--- src/rtl/port_bus_pkg.sv ---
package port_bus_pkg;
  localparam logic [7:0] ADDR_PORT0  = 8'h80;
  localparam logic [7:0] ADDR_PTR_LO = 8'h82;
  localparam logic [7:0] ADDR_PTR_HI = 8'h83;
  localparam logic [7:0] ADDR_AUX    = 8'h8E;
  localparam logic [7:0] ADDR_PORT1  = 8'h90;
  localparam logic [7:0] ADDR_PORT2  = 8'hA0;
  localparam logic [7:0] ADDR_PORT3  = 8'hB0;
  localparam logic [7:0] PORT_RESET  = 8'hFF;
  localparam logic [7:0] PTR_RESET   = 8'h00;
  localparam logic [7:0] READ_NONE   = 8'h00;
  localparam logic       ALE_OFF_RESET = 1'b0;
  localparam int ALE_OFF_BIT = 0;
  localparam int MCYC_CLKS     = 12;
  localparam int RST_HOLD_MCYC = 2;
  localparam logic [3:0] PH_FIRST     = 4'h0;
  localparam logic [3:0] PH_LAST      = 4'hB;
  localparam logic [3:0] PH_STEP      = 4'h1;
  localparam logic [3:0] PH_SLOT_B    = 4'h6;
  localparam logic [3:0] PH_STB_BEG   = 4'h3;
  localparam logic [3:0] PH_STB_END   = 4'hA;
  localparam logic [3:0] PH_RD_SAMPLE = 4'hA;
  localparam logic [3:0] SUB_ALE_END  = 4'h1;
  localparam logic [3:0] SUB_ADDR_END = 4'h2;
  localparam logic [3:0] SUB_STB_BEG  = 4'h3;
  localparam logic [3:0] SUB_SAMPLE   = 4'h4;
  localparam int RXD_BIT  = 0;
  localparam int TXD_BIT  = 1;
  localparam int IRQ0_BIT = 2;
  localparam int IRQ1_BIT = 3;
  localparam int TMR0_BIT      = 4;
  localparam int TMR1_BIT      = 5;
  localparam int WR_BIT        = 6;
  localparam int RD_BIT        = 7;
  localparam int TMR2_BIT      = 0;
  localparam int TMR2_TRIG_BIT = 1;
  typedef struct packed {
    logic [7:0] addr;
    logic       wrEn;
    logic       rdEn;
    logic [7:0] wrData;
  } sfr_req_t;
  typedef struct packed {
    logic       write;
    logic       usePtr;
    logic [7:0] indAddr;
    logic [7:0] wrData;
  } xdata_req_t;
endpackage

--- src/rtl/quasi_port.sv ---
`timescale 1ns/10ps
`default_nettype none
module quasi_port #(
  parameter int WIDTH      = 8,
  parameter bit OPEN_DRAIN = 1'b0
) (
  input  wire logic             core_clk,
  input  wire logic             rstn,
  input  wire logic [WIDTH-1:0] latch,
  input  wire logic [WIDTH-1:0] altVal,
  input  wire logic             busDrive,
  input  wire logic             busFloat,
  input  wire logic [WIDTH-1:0] busVal,
  output logic      [WIDTH-1:0] pinOut,
  output logic      [WIDTH-1:0] pinOe
);
  if (WIDTH < 1) begin : g_chk
    $error("quasi_port needs at least one bit");
  end

  // unless the bus drives or floats the pin, a one in latch and altVal never drives; only a zero in either pulls the pin down
  for (genvar i = 0; i < WIDTH; i++) begin : g_bit
    wire logic val = latch[i] & altVal[i];
    wire logic outD = busDrive ? busVal[i] : (OPEN_DRAIN ? 1'b0 : val);
    wire logic oeD = busDrive | (~busFloat & ~val);
    always_ff @(posedge core_clk) begin
      if (!rstn) begin
        pinOut[i] <= 1'b0;
        pinOe[i]  <= 1'b0;
      end else begin
        pinOut[i] <= outD;
        pinOe[i]  <= oeD;
      end
    end
  end
endmodule
`default_nettype wire

--- src/rtl/rst_filter.sv ---
`timescale 1ns/10ps
`default_nettype none
module rst_filter #(
  parameter int HOLD_CLKS = port_bus_pkg::RST_HOLD_MCYC * port_bus_pkg::MCYC_CLKS
) (
  input  wire logic core_clk,
  input  wire logic rstn,
  input  wire logic rstPin,
  input  wire logic extFetchSelectN,
  input  wire logic lockBit1,
  output logic      pinReset_q,
  output logic      extExec_q
);
  localparam int CW = $clog2(HOLD_CLKS + 1);
  localparam logic [CW-1:0] HOLD = CW'(HOLD_CLKS);
  localparam logic [CW-1:0] ONE  = CW'(1);
  if (HOLD_CLKS < 1) begin : g_chk
    $error("reset hold must be at least one cycle");
  end

  logic [CW-1:0] cnt_q;
  logic          arm_q;
  logic          strapLat_q;
  wire  logic [CW-1:0] cntD = !rstPin ? '0 : ((cnt_q == HOLD) ? cnt_q : cnt_q + ONE);

  always_ff @(posedge core_clk) begin
    if (!rstn) begin
      cnt_q      <= '0;
      pinReset_q <= 1'b0;
    end else begin
      cnt_q      <= cntD;
      pinReset_q <= rstPin && (cntD == HOLD);
    end
  end

  // strap caught in the cycle after any reset releases and throughout a pin reset, never under core reset
  always_ff @(posedge core_clk) begin
    if (!rstn) begin
      arm_q     <= 1'b1;
      strapLat_q <= 1'b0;
      extExec_q <= 1'b0;
    end else begin
      arm_q <= pinReset_q;
      if (arm_q) begin
        strapLat_q <= extFetchSelectN;
      end
      extExec_q <= lockBit1 ? ~strapLat_q : ~extFetchSelectN;
    end
  end
endmodule
`default_nettype wire

--- src/rtl/port_bus_ctrl.sv ---
`timescale 1ns/10ps
`default_nettype none
module port_bus_ctrl (
  input  wire logic                     core_clk,
  input  wire logic                     rstn,
  input  wire port_bus_pkg::sfr_req_t   sfrReq,
  output logic [7:0]                    sfrRdData_q,
  input  wire logic [15:0]              fetchAddr,
  output logic [7:0]                    fetchData_q,
  output logic                          fetchValid_q,
  input  wire logic                     codeConstActive,
  input  wire logic                     xReq,
  input  wire port_bus_pkg::xdata_req_t xReqData,
  output logic [7:0]                    xRdData_q,
  output logic                          xDone_q,
  output logic                          aleOut_q,
  output logic                          programFetchStrobeN_q,
  input  wire logic                     extFetchSelectN,
  input  wire logic                     lockBit1,
  input  wire logic                     rstPin,
  output logic                          extExec,
  output logic                          deviceReset,
  input  wire logic [7:0]               p0In,
  output logic [7:0]                    p0Out,
  output logic [7:0]                    p0Oe,
  input  wire logic [7:0]               p1In,
  output logic [7:0]                    p1Out,
  output logic [7:0]                    p1Oe,
  input  wire logic [7:0]               p2In,
  output logic [7:0]                    p2Out,
  output logic [7:0]                    p2Oe,
  input  wire logic [7:0]               p3In,
  output logic [7:0]                    p3Out,
  output logic [7:0]                    p3Oe,
  input  wire logic                     txdOut,
  input  wire logic                     timer2ClkOut,
  input  wire logic                     timer2ClkOutEn,
  output logic                          serialRxd_q,
  output logic                          extIrq0Pin_q,
  output logic                          extIrq1Pin_q,
  output logic                          timer0CountPin_q,
  output logic                          timer1CountPin_q,
  output logic                          timer2CountInput_q,
  output logic                          timer2TriggerInput_q
);
  function automatic logic hit(input logic [7:0] a, input logic [7:0] ref_a);
    return a == ref_a;
  endfunction

  logic                     blkRstN;
  logic [7:0]               p0Lat_q;
  logic [7:0]               p1Lat_q;
  logic [7:0]               p2Lat_q;
  logic [7:0]               p3Lat_q;
  logic [7:0]               ptrLo_q;
  logic [7:0]               ptrHi_q;
  logic                     aleOff_q;
  logic [3:0]               phase_q;
  logic                     dataCyc_q;
  port_bus_pkg::xdata_req_t req_q;
  logic [15:0]              fAddr_q;
  logic [7:0]               alt1;
  logic [7:0]               alt3;

  // a recognized pin reset acts like the core reset on all state here except the reset filter
  assign blkRstN = rstn & ~deviceReset;

  rst_filter u_rst (
    .core_clk        (core_clk),
    .rstn            (rstn),
    .rstPin          (rstPin),
    .extFetchSelectN (extFetchSelectN),
    .lockBit1        (lockBit1),
    .pinReset_q      (deviceReset),
    .extExec_q       (extExec)
  );

  wire logic wrP0  = sfrReq.wrEn & hit(sfrReq.addr, port_bus_pkg::ADDR_PORT0);
  wire logic wrP1  = sfrReq.wrEn & hit(sfrReq.addr, port_bus_pkg::ADDR_PORT1);
  wire logic wrP2  = sfrReq.wrEn & hit(sfrReq.addr, port_bus_pkg::ADDR_PORT2);
  wire logic wrP3  = sfrReq.wrEn & hit(sfrReq.addr, port_bus_pkg::ADDR_PORT3);
  wire logic wrLo  = sfrReq.wrEn & hit(sfrReq.addr, port_bus_pkg::ADDR_PTR_LO);
  wire logic wrHi  = sfrReq.wrEn & hit(sfrReq.addr, port_bus_pkg::ADDR_PTR_HI);
  wire logic wrAux = sfrReq.wrEn & hit(sfrReq.addr, port_bus_pkg::ADDR_AUX);

  // port reads return the pins, so inputs work once a one is latched
  wire logic [7:0] rdMux =
    hit(sfrReq.addr, port_bus_pkg::ADDR_PORT0)  ? p0In :
    hit(sfrReq.addr, port_bus_pkg::ADDR_PORT1)  ? p1In :
    hit(sfrReq.addr, port_bus_pkg::ADDR_PORT2)  ? p2In :
    hit(sfrReq.addr, port_bus_pkg::ADDR_PORT3)  ? p3In :
    hit(sfrReq.addr, port_bus_pkg::ADDR_PTR_LO) ? ptrLo_q :
    hit(sfrReq.addr, port_bus_pkg::ADDR_PTR_HI) ? ptrHi_q :
    hit(sfrReq.addr, port_bus_pkg::ADDR_AUX)    ? {7'h00, aleOff_q} :
    port_bus_pkg::READ_NONE;

  // only software writes touch the latches; bus cycles leave them alone
  always_ff @(posedge core_clk) begin
    if (!blkRstN) begin
      p0Lat_q  <= port_bus_pkg::PORT_RESET;
      p1Lat_q  <= port_bus_pkg::PORT_RESET;
      p2Lat_q  <= port_bus_pkg::PORT_RESET;
      p3Lat_q  <= port_bus_pkg::PORT_RESET;
      ptrLo_q  <= port_bus_pkg::PTR_RESET;
      ptrHi_q  <= port_bus_pkg::PTR_RESET;
      aleOff_q <= port_bus_pkg::ALE_OFF_RESET;
    end else begin
      if (wrP0) p0Lat_q <= sfrReq.wrData;
      if (wrP1) p1Lat_q <= sfrReq.wrData;
      if (wrP2) p2Lat_q <= sfrReq.wrData;
      if (wrP3) p3Lat_q <= sfrReq.wrData;
      if (wrLo) ptrLo_q <= sfrReq.wrData;
      if (wrHi) ptrHi_q <= sfrReq.wrData;
      if (wrAux) aleOff_q <= sfrReq.wrData[port_bus_pkg::ALE_OFF_BIT];
    end
  end

  always_ff @(posedge core_clk) begin
    if (!blkRstN) begin
      sfrRdData_q <= port_bus_pkg::READ_NONE;
    end else if (sfrReq.rdEn) begin
      sfrRdData_q <= rdMux;
    end
  end

  // machine cycle of twelve clocks in two slots of six
  wire logic       phaseLast = phase_q == port_bus_pkg::PH_LAST;
  wire logic [3:0] phaseD    = phaseLast ? port_bus_pkg::PH_FIRST : phase_q + port_bus_pkg::PH_STEP;
  wire logic       slotB     = phase_q >= port_bus_pkg::PH_SLOT_B;
  wire logic [3:0] sub       = slotB ? phase_q - port_bus_pkg::PH_SLOT_B : phase_q;
  wire logic       takeReq   = phaseLast & xReq & ~dataCyc_q;

  always_ff @(posedge core_clk) begin
    if (!blkRstN) begin
      phase_q   <= port_bus_pkg::PH_FIRST;
      dataCyc_q <= 1'b0;
      req_q     <= '0;
    end else begin
      phase_q <= phaseD;
      if (phaseLast) dataCyc_q <= takeReq;
      if (takeReq) req_q <= xReqData;
    end
  end

  wire logic aleWin     = sub <= port_bus_pkg::SUB_ALE_END;
  wire logic addrWin    = sub <= port_bus_pkg::SUB_ADDR_END;
  wire logic strobeWin  = sub >= port_bus_pkg::SUB_STB_BEG;
  wire logic firstSub   = sub == port_bus_pkg::PH_FIRST;
  wire logic fetchSlot  = extExec & ~dataCyc_q;
  wire logic alePulse   = aleWin & ~(dataCyc_q & slotB);
  // external execution overrides the disable bit
  wire logic aleAllowed = extExec | ~aleOff_q | dataCyc_q | codeConstActive;
  wire logic aleD       = aleAllowed ? alePulse : 1'b1;
  wire logic fetchStbD  = ~(fetchSlot & strobeWin);
  wire logic fetchTake  = fetchSlot & (sub == port_bus_pkg::SUB_SAMPLE);

  always_ff @(posedge core_clk) begin
    if (!blkRstN) begin
      aleOut_q              <= 1'b0;
      programFetchStrobeN_q <= 1'b1;
      fAddr_q               <= '0;
    end else begin
      aleOut_q              <= aleD;
      programFetchStrobeN_q <= fetchStbD;
      if (firstSub) fAddr_q <= fetchAddr;
    end
  end

  // fetch data taken while the strobe is low on the pins
  always_ff @(posedge core_clk) begin
    if (!blkRstN) begin
      fetchData_q  <= '0;
      fetchValid_q <= 1'b0;
    end else begin
      fetchValid_q <= fetchTake;
      if (fetchTake) fetchData_q <= p0In;
    end
  end

  wire logic [15:0] fetchA      = firstSub ? fetchAddr : fAddr_q;
  wire logic        dataAddrWin = dataCyc_q & ~slotB & addrWin;
  wire logic        dataStb     = dataCyc_q & (phase_q >= port_bus_pkg::PH_STB_BEG)
                                  & (phase_q <= port_bus_pkg::PH_STB_END);
  wire logic        wrStbN      = ~(dataStb & req_q.write);
  wire logic        rdStbN      = ~(dataStb & ~req_q.write);
  wire logic        rdTake      = dataCyc_q & (phase_q == port_bus_pkg::PH_RD_SAMPLE);
  wire logic [7:0]  dataLo      = req_q.usePtr ? ptrLo_q : req_q.indAddr;
  wire logic        p0Drive     = (fetchSlot & addrWin) | dataAddrWin
                                  | (dataCyc_q & ~dataAddrWin & req_q.write);
  wire logic        p0Float     = (fetchSlot & ~addrWin)
                                  | (dataCyc_q & ~dataAddrWin & ~req_q.write);
  wire logic [7:0]  p0Bus       = dataAddrWin ? dataLo : (dataCyc_q ? req_q.wrData : fetchA[7:0]);
  wire logic        p2Drive     = fetchSlot | (dataCyc_q & req_q.usePtr);
  wire logic [7:0]  p2Bus       = dataCyc_q ? ptrHi_q : fetchA[15:8];

  always_ff @(posedge core_clk) begin
    if (!blkRstN) begin
      xRdData_q <= '0;
      xDone_q   <= 1'b0;
    end else begin
      xDone_q <= rdTake;
      if (rdTake && !req_q.write) xRdData_q <= p0In;
    end
  end

  always_comb begin
    alt1 = '1;
    alt1[port_bus_pkg::TMR2_BIT] = timer2ClkOutEn ? timer2ClkOut : 1'b1;
    alt3 = '1;
    alt3[port_bus_pkg::TXD_BIT] = txdOut;
    alt3[port_bus_pkg::WR_BIT]  = wrStbN;
    alt3[port_bus_pkg::RD_BIT]  = rdStbN;
  end

  quasi_port #(.WIDTH(8), .OPEN_DRAIN(1'b1)) u_p0 (
    .core_clk (core_clk),
    .rstn     (blkRstN),
    .latch    (p0Lat_q),
    .altVal   ('1),
    .busDrive (p0Drive),
    .busFloat (p0Float),
    .busVal   (p0Bus),
    .pinOut   (p0Out),
    .pinOe    (p0Oe)
  );

  quasi_port #(.WIDTH(8), .OPEN_DRAIN(1'b0)) u_p1 (
    .core_clk (core_clk),
    .rstn     (blkRstN),
    .latch    (p1Lat_q),
    .altVal   (alt1),
    .busDrive (1'b0),
    .busFloat (1'b0),
    .busVal   ('0),
    .pinOut   (p1Out),
    .pinOe    (p1Oe)
  );

  quasi_port #(.WIDTH(8), .OPEN_DRAIN(1'b0)) u_p2 (
    .core_clk (core_clk),
    .rstn     (blkRstN),
    .latch    (p2Lat_q),
    .altVal   ('1),
    .busDrive (p2Drive),
    .busFloat (1'b0),
    .busVal   (p2Bus),
    .pinOut   (p2Out),
    .pinOe    (p2Oe)
  );

  quasi_port #(.WIDTH(8), .OPEN_DRAIN(1'b0)) u_p3 (
    .core_clk (core_clk),
    .rstn     (blkRstN),
    .latch    (p3Lat_q),
    .altVal   (alt3),
    .busDrive (1'b0),
    .busFloat (1'b0),
    .busVal   ('0),
    .pinOut   (p3Out),
    .pinOe    (p3Oe)
  );

  // alternate pin inputs handed to the timers, serial port and interrupts
  always_ff @(posedge core_clk) begin
    if (!blkRstN) begin
      serialRxd_q          <= 1'b1;
      extIrq0Pin_q         <= 1'b1;
      extIrq1Pin_q         <= 1'b1;
      timer0CountPin_q     <= 1'b1;
      timer1CountPin_q     <= 1'b1;
      timer2CountInput_q   <= 1'b1;
      timer2TriggerInput_q <= 1'b1;
    end else begin
      serialRxd_q          <= p3In[port_bus_pkg::RXD_BIT];
      extIrq0Pin_q         <= p3In[port_bus_pkg::IRQ0_BIT];
      extIrq1Pin_q         <= p3In[port_bus_pkg::IRQ1_BIT];
      timer0CountPin_q     <= p3In[port_bus_pkg::TMR0_BIT];
      timer1CountPin_q     <= p3In[port_bus_pkg::TMR1_BIT];
      timer2CountInput_q   <= p1In[port_bus_pkg::TMR2_BIT];
      timer2TriggerInput_q <= p1In[port_bus_pkg::TMR2_TRIG_BIT];
    end
  end
endmodule
`default_nettype wire

--- config.mk ---
export PLATFORM = sky130hd
export DESIGN_NAME = port_bus_ctrl
export DESIGN_NICKNAME = d
export VERILOG_FILES = /design/src/rtl/port_bus_pkg.sv /design/src/rtl/quasi_port.sv /design/src/rtl/rst_filter.sv /design/src/rtl/port_bus_ctrl.sv
export SDC_FILE = /design/constraint.sdc
export NUM_CORES = 1
export LEC_CHECK = 0
export ABC_AREA = 1
export BUFFER_PORTS_ARGS = -buffer_cell sky130_fd_sc_hd__buf_2
export CORE_UTILIZATION = 40
export CTS_BUF_LIST = sky130_fd_sc_hd__clkbuf_16
export CTS_CLUSTER_SIZE = 24
export DETAILED_ROUTE_END_ITERATION = 12
export GPL_TIMING_DRIVEN = 0
export MAX_ROUTING_LAYER = met4
export PLACE_DENSITY = 0.59
export SYNTH_ARGS = -nofsm -noshare
export SYNTH_HDL_FRONTEND = slang
export SYNTH_HIERARCHICAL = 1
export SYNTH_SLANG_ARGS = --single-unit
--- constraint.sdc ---
create_clock -name core_clk -period 3.37 [get_ports core_clk]
set_input_delay 0.674 -clock core_clk [delete_from_list [all_inputs] [get_ports core_clk]]
set_output_delay 0.674 -clock core_clk [all_outputs]
set_load 0.02 [all_outputs]
* Word-level counts from Yosys, hierarchy flattened
Index checks and enable logic that the tools add are counted.
** Word-level totals
- Register bits :: 196
- Bits of input ports :: 94
** Cells by class
- $add $sub $neg :: 3
- Order comparisons :: 6
- Eq/ne operators :: 12
- Multiplexer cells :: 26
- Bitwise logic cells :: 110
- Reductions and logical operators :: 6
** Operators with widths (count)
- $mux 8 :: 10
- $eq 8x8->1 const B :: 7
- $not 1->1 :: 47
- $and 1x1->1 :: 40
- $or 1x1->1 :: 23
- $mux 16 :: 1
- $mux 1 :: 12
- $eq 5x5->1 const B :: 2
- $mux 5 :: 2
- $eq 4x4->1 const B :: 2
- $ge 4x2->1 const B :: 2
- $add 5x1->5 const B :: 1
- $add 4x1->4 const B :: 1
- $eq 4x3->1 const B :: 1
- $ge 4x3->1 const B :: 1
- $le 4x1->1 const B :: 1
- $le 4x2->1 const B :: 1
- $le 4x4->1 const B :: 1
- $logic_not 4->1 :: 1
- $mux 4 :: 1
- $sub 4x3->4 const B :: 1
- $logic_and 1x1->1 :: 2
- $reduce_and 2->1 :: 1
- $reduce_or 2->1 :: 1
- $logic_not 1->1 :: 1

* Logic depth before layout (Yosys ltp)
- Depth in word-level cells :: 11
- Depth in mapped cells :: 13
- Gate-level depth less buffers :: 13

* Modules after synthesis
The synthesis kept the hierarchy.
** Modules (own cells, without submodules)
- port_bus_ctrl :: times used 1, cells each 761, area each 5449.0 µm², seq. area each 2462.4 µm²
- quasi_port (u_p1 ...) :: times used 3, cells each 69, area each 573.0 µm², seq. area each 320.3 µm²
- quasi_port (u_p0) :: times used 1, cells each 60, area each 533.0 µm², seq. area each 320.3 µm²
- rst_filter :: times used 1, cells each 50, area each 381.6 µm², seq. area each 180.2 µm²

* Worst setup path before layout
Ideal clock, no wire load.
- Kind :: input port to flip-flop
- From :: input port rstn
- To :: register u_p0.pinOut[1]
- Setup time :: 0.061 ns
- Arrival :: 2.409 ns
- Data required time :: 3.309 ns
- Slack :: 0.900 ns
- Cell stages on the path :: 8
- Buffers on the path :: 4
- Cells stage by stage :: inv_1 > nor2_1 > clkbuf_1 > buf_1 > buf_6 > nand2_4 > buf_6 > nor2_4
** Between the ends
- Word-level cells in the longest chain between the ends :: 2
** RTL lines
- start, declared :: RTL line port_bus_ctrl.sv:5 : input wire logic rstn,
- $and 1x1->1 :: RTL line port_bus_ctrl.sv:66 : assign blkRstN = rstn & ~deviceReset;
- via blkRstN :: RTL line port_bus_ctrl.sv:50 : logic blkRstN;
- $reduce_and 2->1 (no source line)
- end signal, assigned by index :: RTL line quasi_port.sv:31 : pinOut[i] <= outD;
- end, declared :: RTL line quasi_port.sv:14 : output logic [WIDTH-1:0] pinOut,
The timed path passes the listed nets, and every way through them passes these cells.
A chain may end at the register's enable or synchronous reset.

* Worst setup path after layout
- From :: input port rstn
- To :: register u_p0.pinOe[3]
** Between the ends
- Word-level cells in the longest chain between the ends :: 1
** RTL lines
- $and 1x1->1 :: RTL line port_bus_ctrl.sv:66
- via blkRstN :: RTL line port_bus_ctrl.sv:50
- end signal, assigned by index :: RTL line quasi_port.sv:29 : pinOe[i] <= 1'b0;
- end signal, assigned by index :: RTL line quasi_port.sv:32 : pinOe[i] <= oeD;
- end, declared :: RTL line quasi_port.sv:15 : output logic [WIDTH-1:0] pinOe
The timed path passes the listed nets, and every way through them passes these cells.

==> impl_metrics.csv <==
group,metric,value,unit
run_status,run_status,"finished, final reports clean",
global_route,grt_max_degree,38,
layout,nets,1456,
placed_design,dpl.cell_count,1603,
floorplan,die_h,144,µm
detailed_routing,ant_nets,0,
detailed_routing,vias,7552,
global_route,grt_pass1_vias,6817,
clock_network,numCtsBuffers,17,
clock_network,ctsLongestPathBuffers,2,
placed_design,gp_congestion,0.848,
detailed_routing,wl,22700,µm
setup_path,startpoint_type,"input port",
layout,top_regs,"req_q: 18 flops, fAddr_q: 16 flops",
clock_network,cts_resized,0,
logic_synthesis,synthAdderAreaFrac,0.774,%
sta,fin_skew,0.00954,ns
logic_synthesis,yosysTopAreaCell,"dfxtp_1",
sta,timing.final.ws_setup,0.802,ns
sta,rsz0062_at_grt,"no",
pwr,powerDensity,498,nW/µm²
detailed_routing,vias_per_cell,4.62,
setup_path,cp_cell_sequence,"buf_2, inv_1, nor2_1, clkbuf_1, buf_2, buf_6, nand2_4, buf_6, nand2_1",
floorplan,start_util,41.1,%
hold_path,hold_class,"in2reg",
clock_network,clock-sinks,196,
detailed_routing,initialDrtViolationCount,489,
pwr,ir_drop,348,µV
sta,tightestPinTransition,0.736,ns
pwr,p_leak,4.93,nW
logic_synthesis,syn_avg_cell_area,7.50,µm²
sta,fin_setup_tns,0,ns
logic_synthesis,syn_inst,1078,
layout,diodes,0,
layout,fin_area,10200,µm²
placed_design,dpl.hpwl,17000,µm
hold_path,min_from,"lockBit1",
floorplan,dieWidth,144,µm
floorplan,die-area,20800,µm²
setup_path,arrival,2.94,ns
sta,slew_headroom,50.9,%
clock_network,post_cts_buffers,0,
layout,layout.cells.non_filler,1634,
global_route,grt-ovfl-total,0,
clock_network,htree_levels,4,
logic_synthesis,synth-xor-area-share,0.325,%
logic_synthesis,ys_seq_area_share,48.5,%
clock_network,cts-root-buf,"clkbuf_16",
setup_path,worstPathRequired,3.74,ns
setup_path,worst-path-stages,9,
setup_path,critPathKind,"in2reg",
sta,setup_viol,0,
logic_synthesis,yosysWarnings,6,
logic_synthesis,yosys-top-cells-area,"dfxtp_1 (49%), nand2_1 (11%), a21oi_1 (7.6%)",
layout,regMostFlops,"req_q",
logic_synthesis,synth-seq-cells,196,
detailed_routing,drc,0,
setup_path,worst-r2r-cell-count,7,
setup_path,crit_fanout,37,
setup_path,crit_path_max_incr_delay,0.71,ns
job,max_cap_violations,0,
setup_path,crit_path_top_delay_cell,"buf_2",
sta,max_freq,389,MHz
detailed_routing,first_pass_iters,5,
detailed_routing,wl_per_cell,13.9,µm
logic_synthesis,syn_area,8080,µm²
setup_path,crit_path_end_kind,"flop",
layout,fin_util,51.9,%
logic_synthesis,synth.mux.area_fraction,0,%
sta,hold_viol_final,0,
setup_path,worstReg2RegStart,"u_rst/pinReset_q",
layout,drive_above_1_share,22.2,%
logic_synthesis,synth_top_family_by_area,"simple AND/OR/NAND/NOR gates",
floorplan,coreArea,19700,µm²
global_route,grt_pass1_wl,35400,µm
placed_design,place_ws,0.338,ns
layout,largest_register_ffs,18,
logic_synthesis,ys_types,37,
placed_design,io_buffers,193,
clock_network,clkTransAtPathRegs,0.07,ns
floorplan,rows,51,
clock_network,clk-insertion-delay-late,0.43,ns
setup_path,crit_buf_inv,6,
logic_synthesis,synthSimpleGateAreaFrac,27.8,%
hold_path,hold_depth,2,
setup_path,startpoint,"rstn",
sta,slew_viol_final,0,
clock_network,cts_tree,"done",
placed_design,post_dp_cell_area,9630,µm²
layout,nFillCells,2067,
sta,fin_crit_sh,76.2,%
logic_synthesis,yosysTopAreaCellShare,48.5,%
global_route,antenna_found_initial,0,
layout,syn_to_final_growth,26.2,%
setup_path,path_delay_family,"buffers and inverters",
clock_network,cts_hold_buf,0,
sta,fin_crit,2.57,ns
floorplan,io-pin-count,195,
global_route,grtUsageTotal,23.1,%
logic_synthesis,synth-compound-area-share,15.2,%
## layout make-up
cell class                 instances  area (µm²)  share of cell area [%]
multi-input combinational        819        3820                    37.5
buffer                            37         225                    2.21
sequential                       196        3920                    38.5
clock inverter                    14         140                    1.37
tap                              265         332                    3.25
clock buffer                      17         425                    4.17
timing repair buffer             193         966                    9.47
inverter                          93         364                    3.57
## worst reg2reg max path: stages, from the launching register on
cell      delay (ns)
dfxtp_1         0.33
nor2_1          0.27
clkbuf_1        0.54
buf_2           0.71
buf_6           0.24
nand2_4         0.09
buf_6           0.17
nand2_1         0.09
## logic make-up (layout without fill, tap and decap cells)
group           after synthesis  in the layout
compound gates              235            235
flops                       196            196
other cells                   2             69
fa+ha+maj                     5              5
simple gates                507            507
buf+inv                     130            354
xor+xnor                      3              3
## synth_stat cells, drive strengths merged
| library cell | count |
|---|---|
| ha | 5 |
| buf | 17 |
| nand3 | 100 |
| nand2 | 250 |
| or2 | 22 |
| nor3 | 3 |
| xor2 | 2 |
| a21oi | 124 |
| nand4 | 12 |
| o21ai | 102 |
| conb | 2 |
| clkinv | 3 |
| xnor2 | 1 |
| inv | 90 |
| nor2 | 119 |
| clkbuf | 20 |
| dfxtp | 196 |
| nor3b | 1 |
| o211ai | 3 |
| o22ai | 6 |
## stage by stage
step / power (mW) / hold slack, ns
after floorplan: 2.91 / 0.400
after global placement: 3.14 / 0.412
after detailed placement: 3.14 / 0.421
after CTS: 5.12 / 0.416
after global routing: 5.31 / 0.421
final: 5.08 / 0.433
## cells in the final DEF, fill, tap and decap left out, types with 3 or more instances in the layout
cell type,netlist,final
nand2_1,239,239
o22ai_1,6,6
nand3_1,98,98
o21ai_2,8,8
o211ai_1,3,3
or2_2,20,20
inv_1,80,82
clkbuf_1,20,20
buf_2,5,199
ha_1,5,5
nor2_2,8,8
o21ai_0,89,89
o21ai_1,5,5
conb_1,2,69
dfxtp_1,196,196
nand2_4,3,3
clkinv_1,3,5
clkinv_4,0,4
clkbuf_16,0,17
a21oi_1,123,123
inv_6,3,4
nor2_1,106,106
inv_2,7,7
buf_6,10,10
nor2_4,5,5
nand2_2,8,8
nand4_1,11,11
## report_power, final
group / internal [mW] / switching, mW
clock network: 1.09 / 0.900
registers: 2.42 / 0.0311
logic: 0.220 / 0.423
total: 3.72 / 1.35
## final timing paths
| path | to | slack (ns) |
|---|---|---|
| worst min register to register | u_rst/strapLat_q | 0.43 |
| worst max register to register | u_p0/pinOe[3] | 0.88 |
| worst min-delay path | u_rst/extExec_q | 0.43 |
| worst max-delay path | u_p0/pinOe[3] | 0.80 |
## layer usage
metal | routed length [µm] | up-vias | global-route usage (%)
met5 | 0 | - | -
met1 | 11300 | 3311 | 32.1
met2 | 9990 | 220 | 34.5
met3 | 1340 | 11 | 4.80
li1 | - | 4010 | -
met4 | 153 | 0 | 5.15
(Power assumes the default switching activity.)
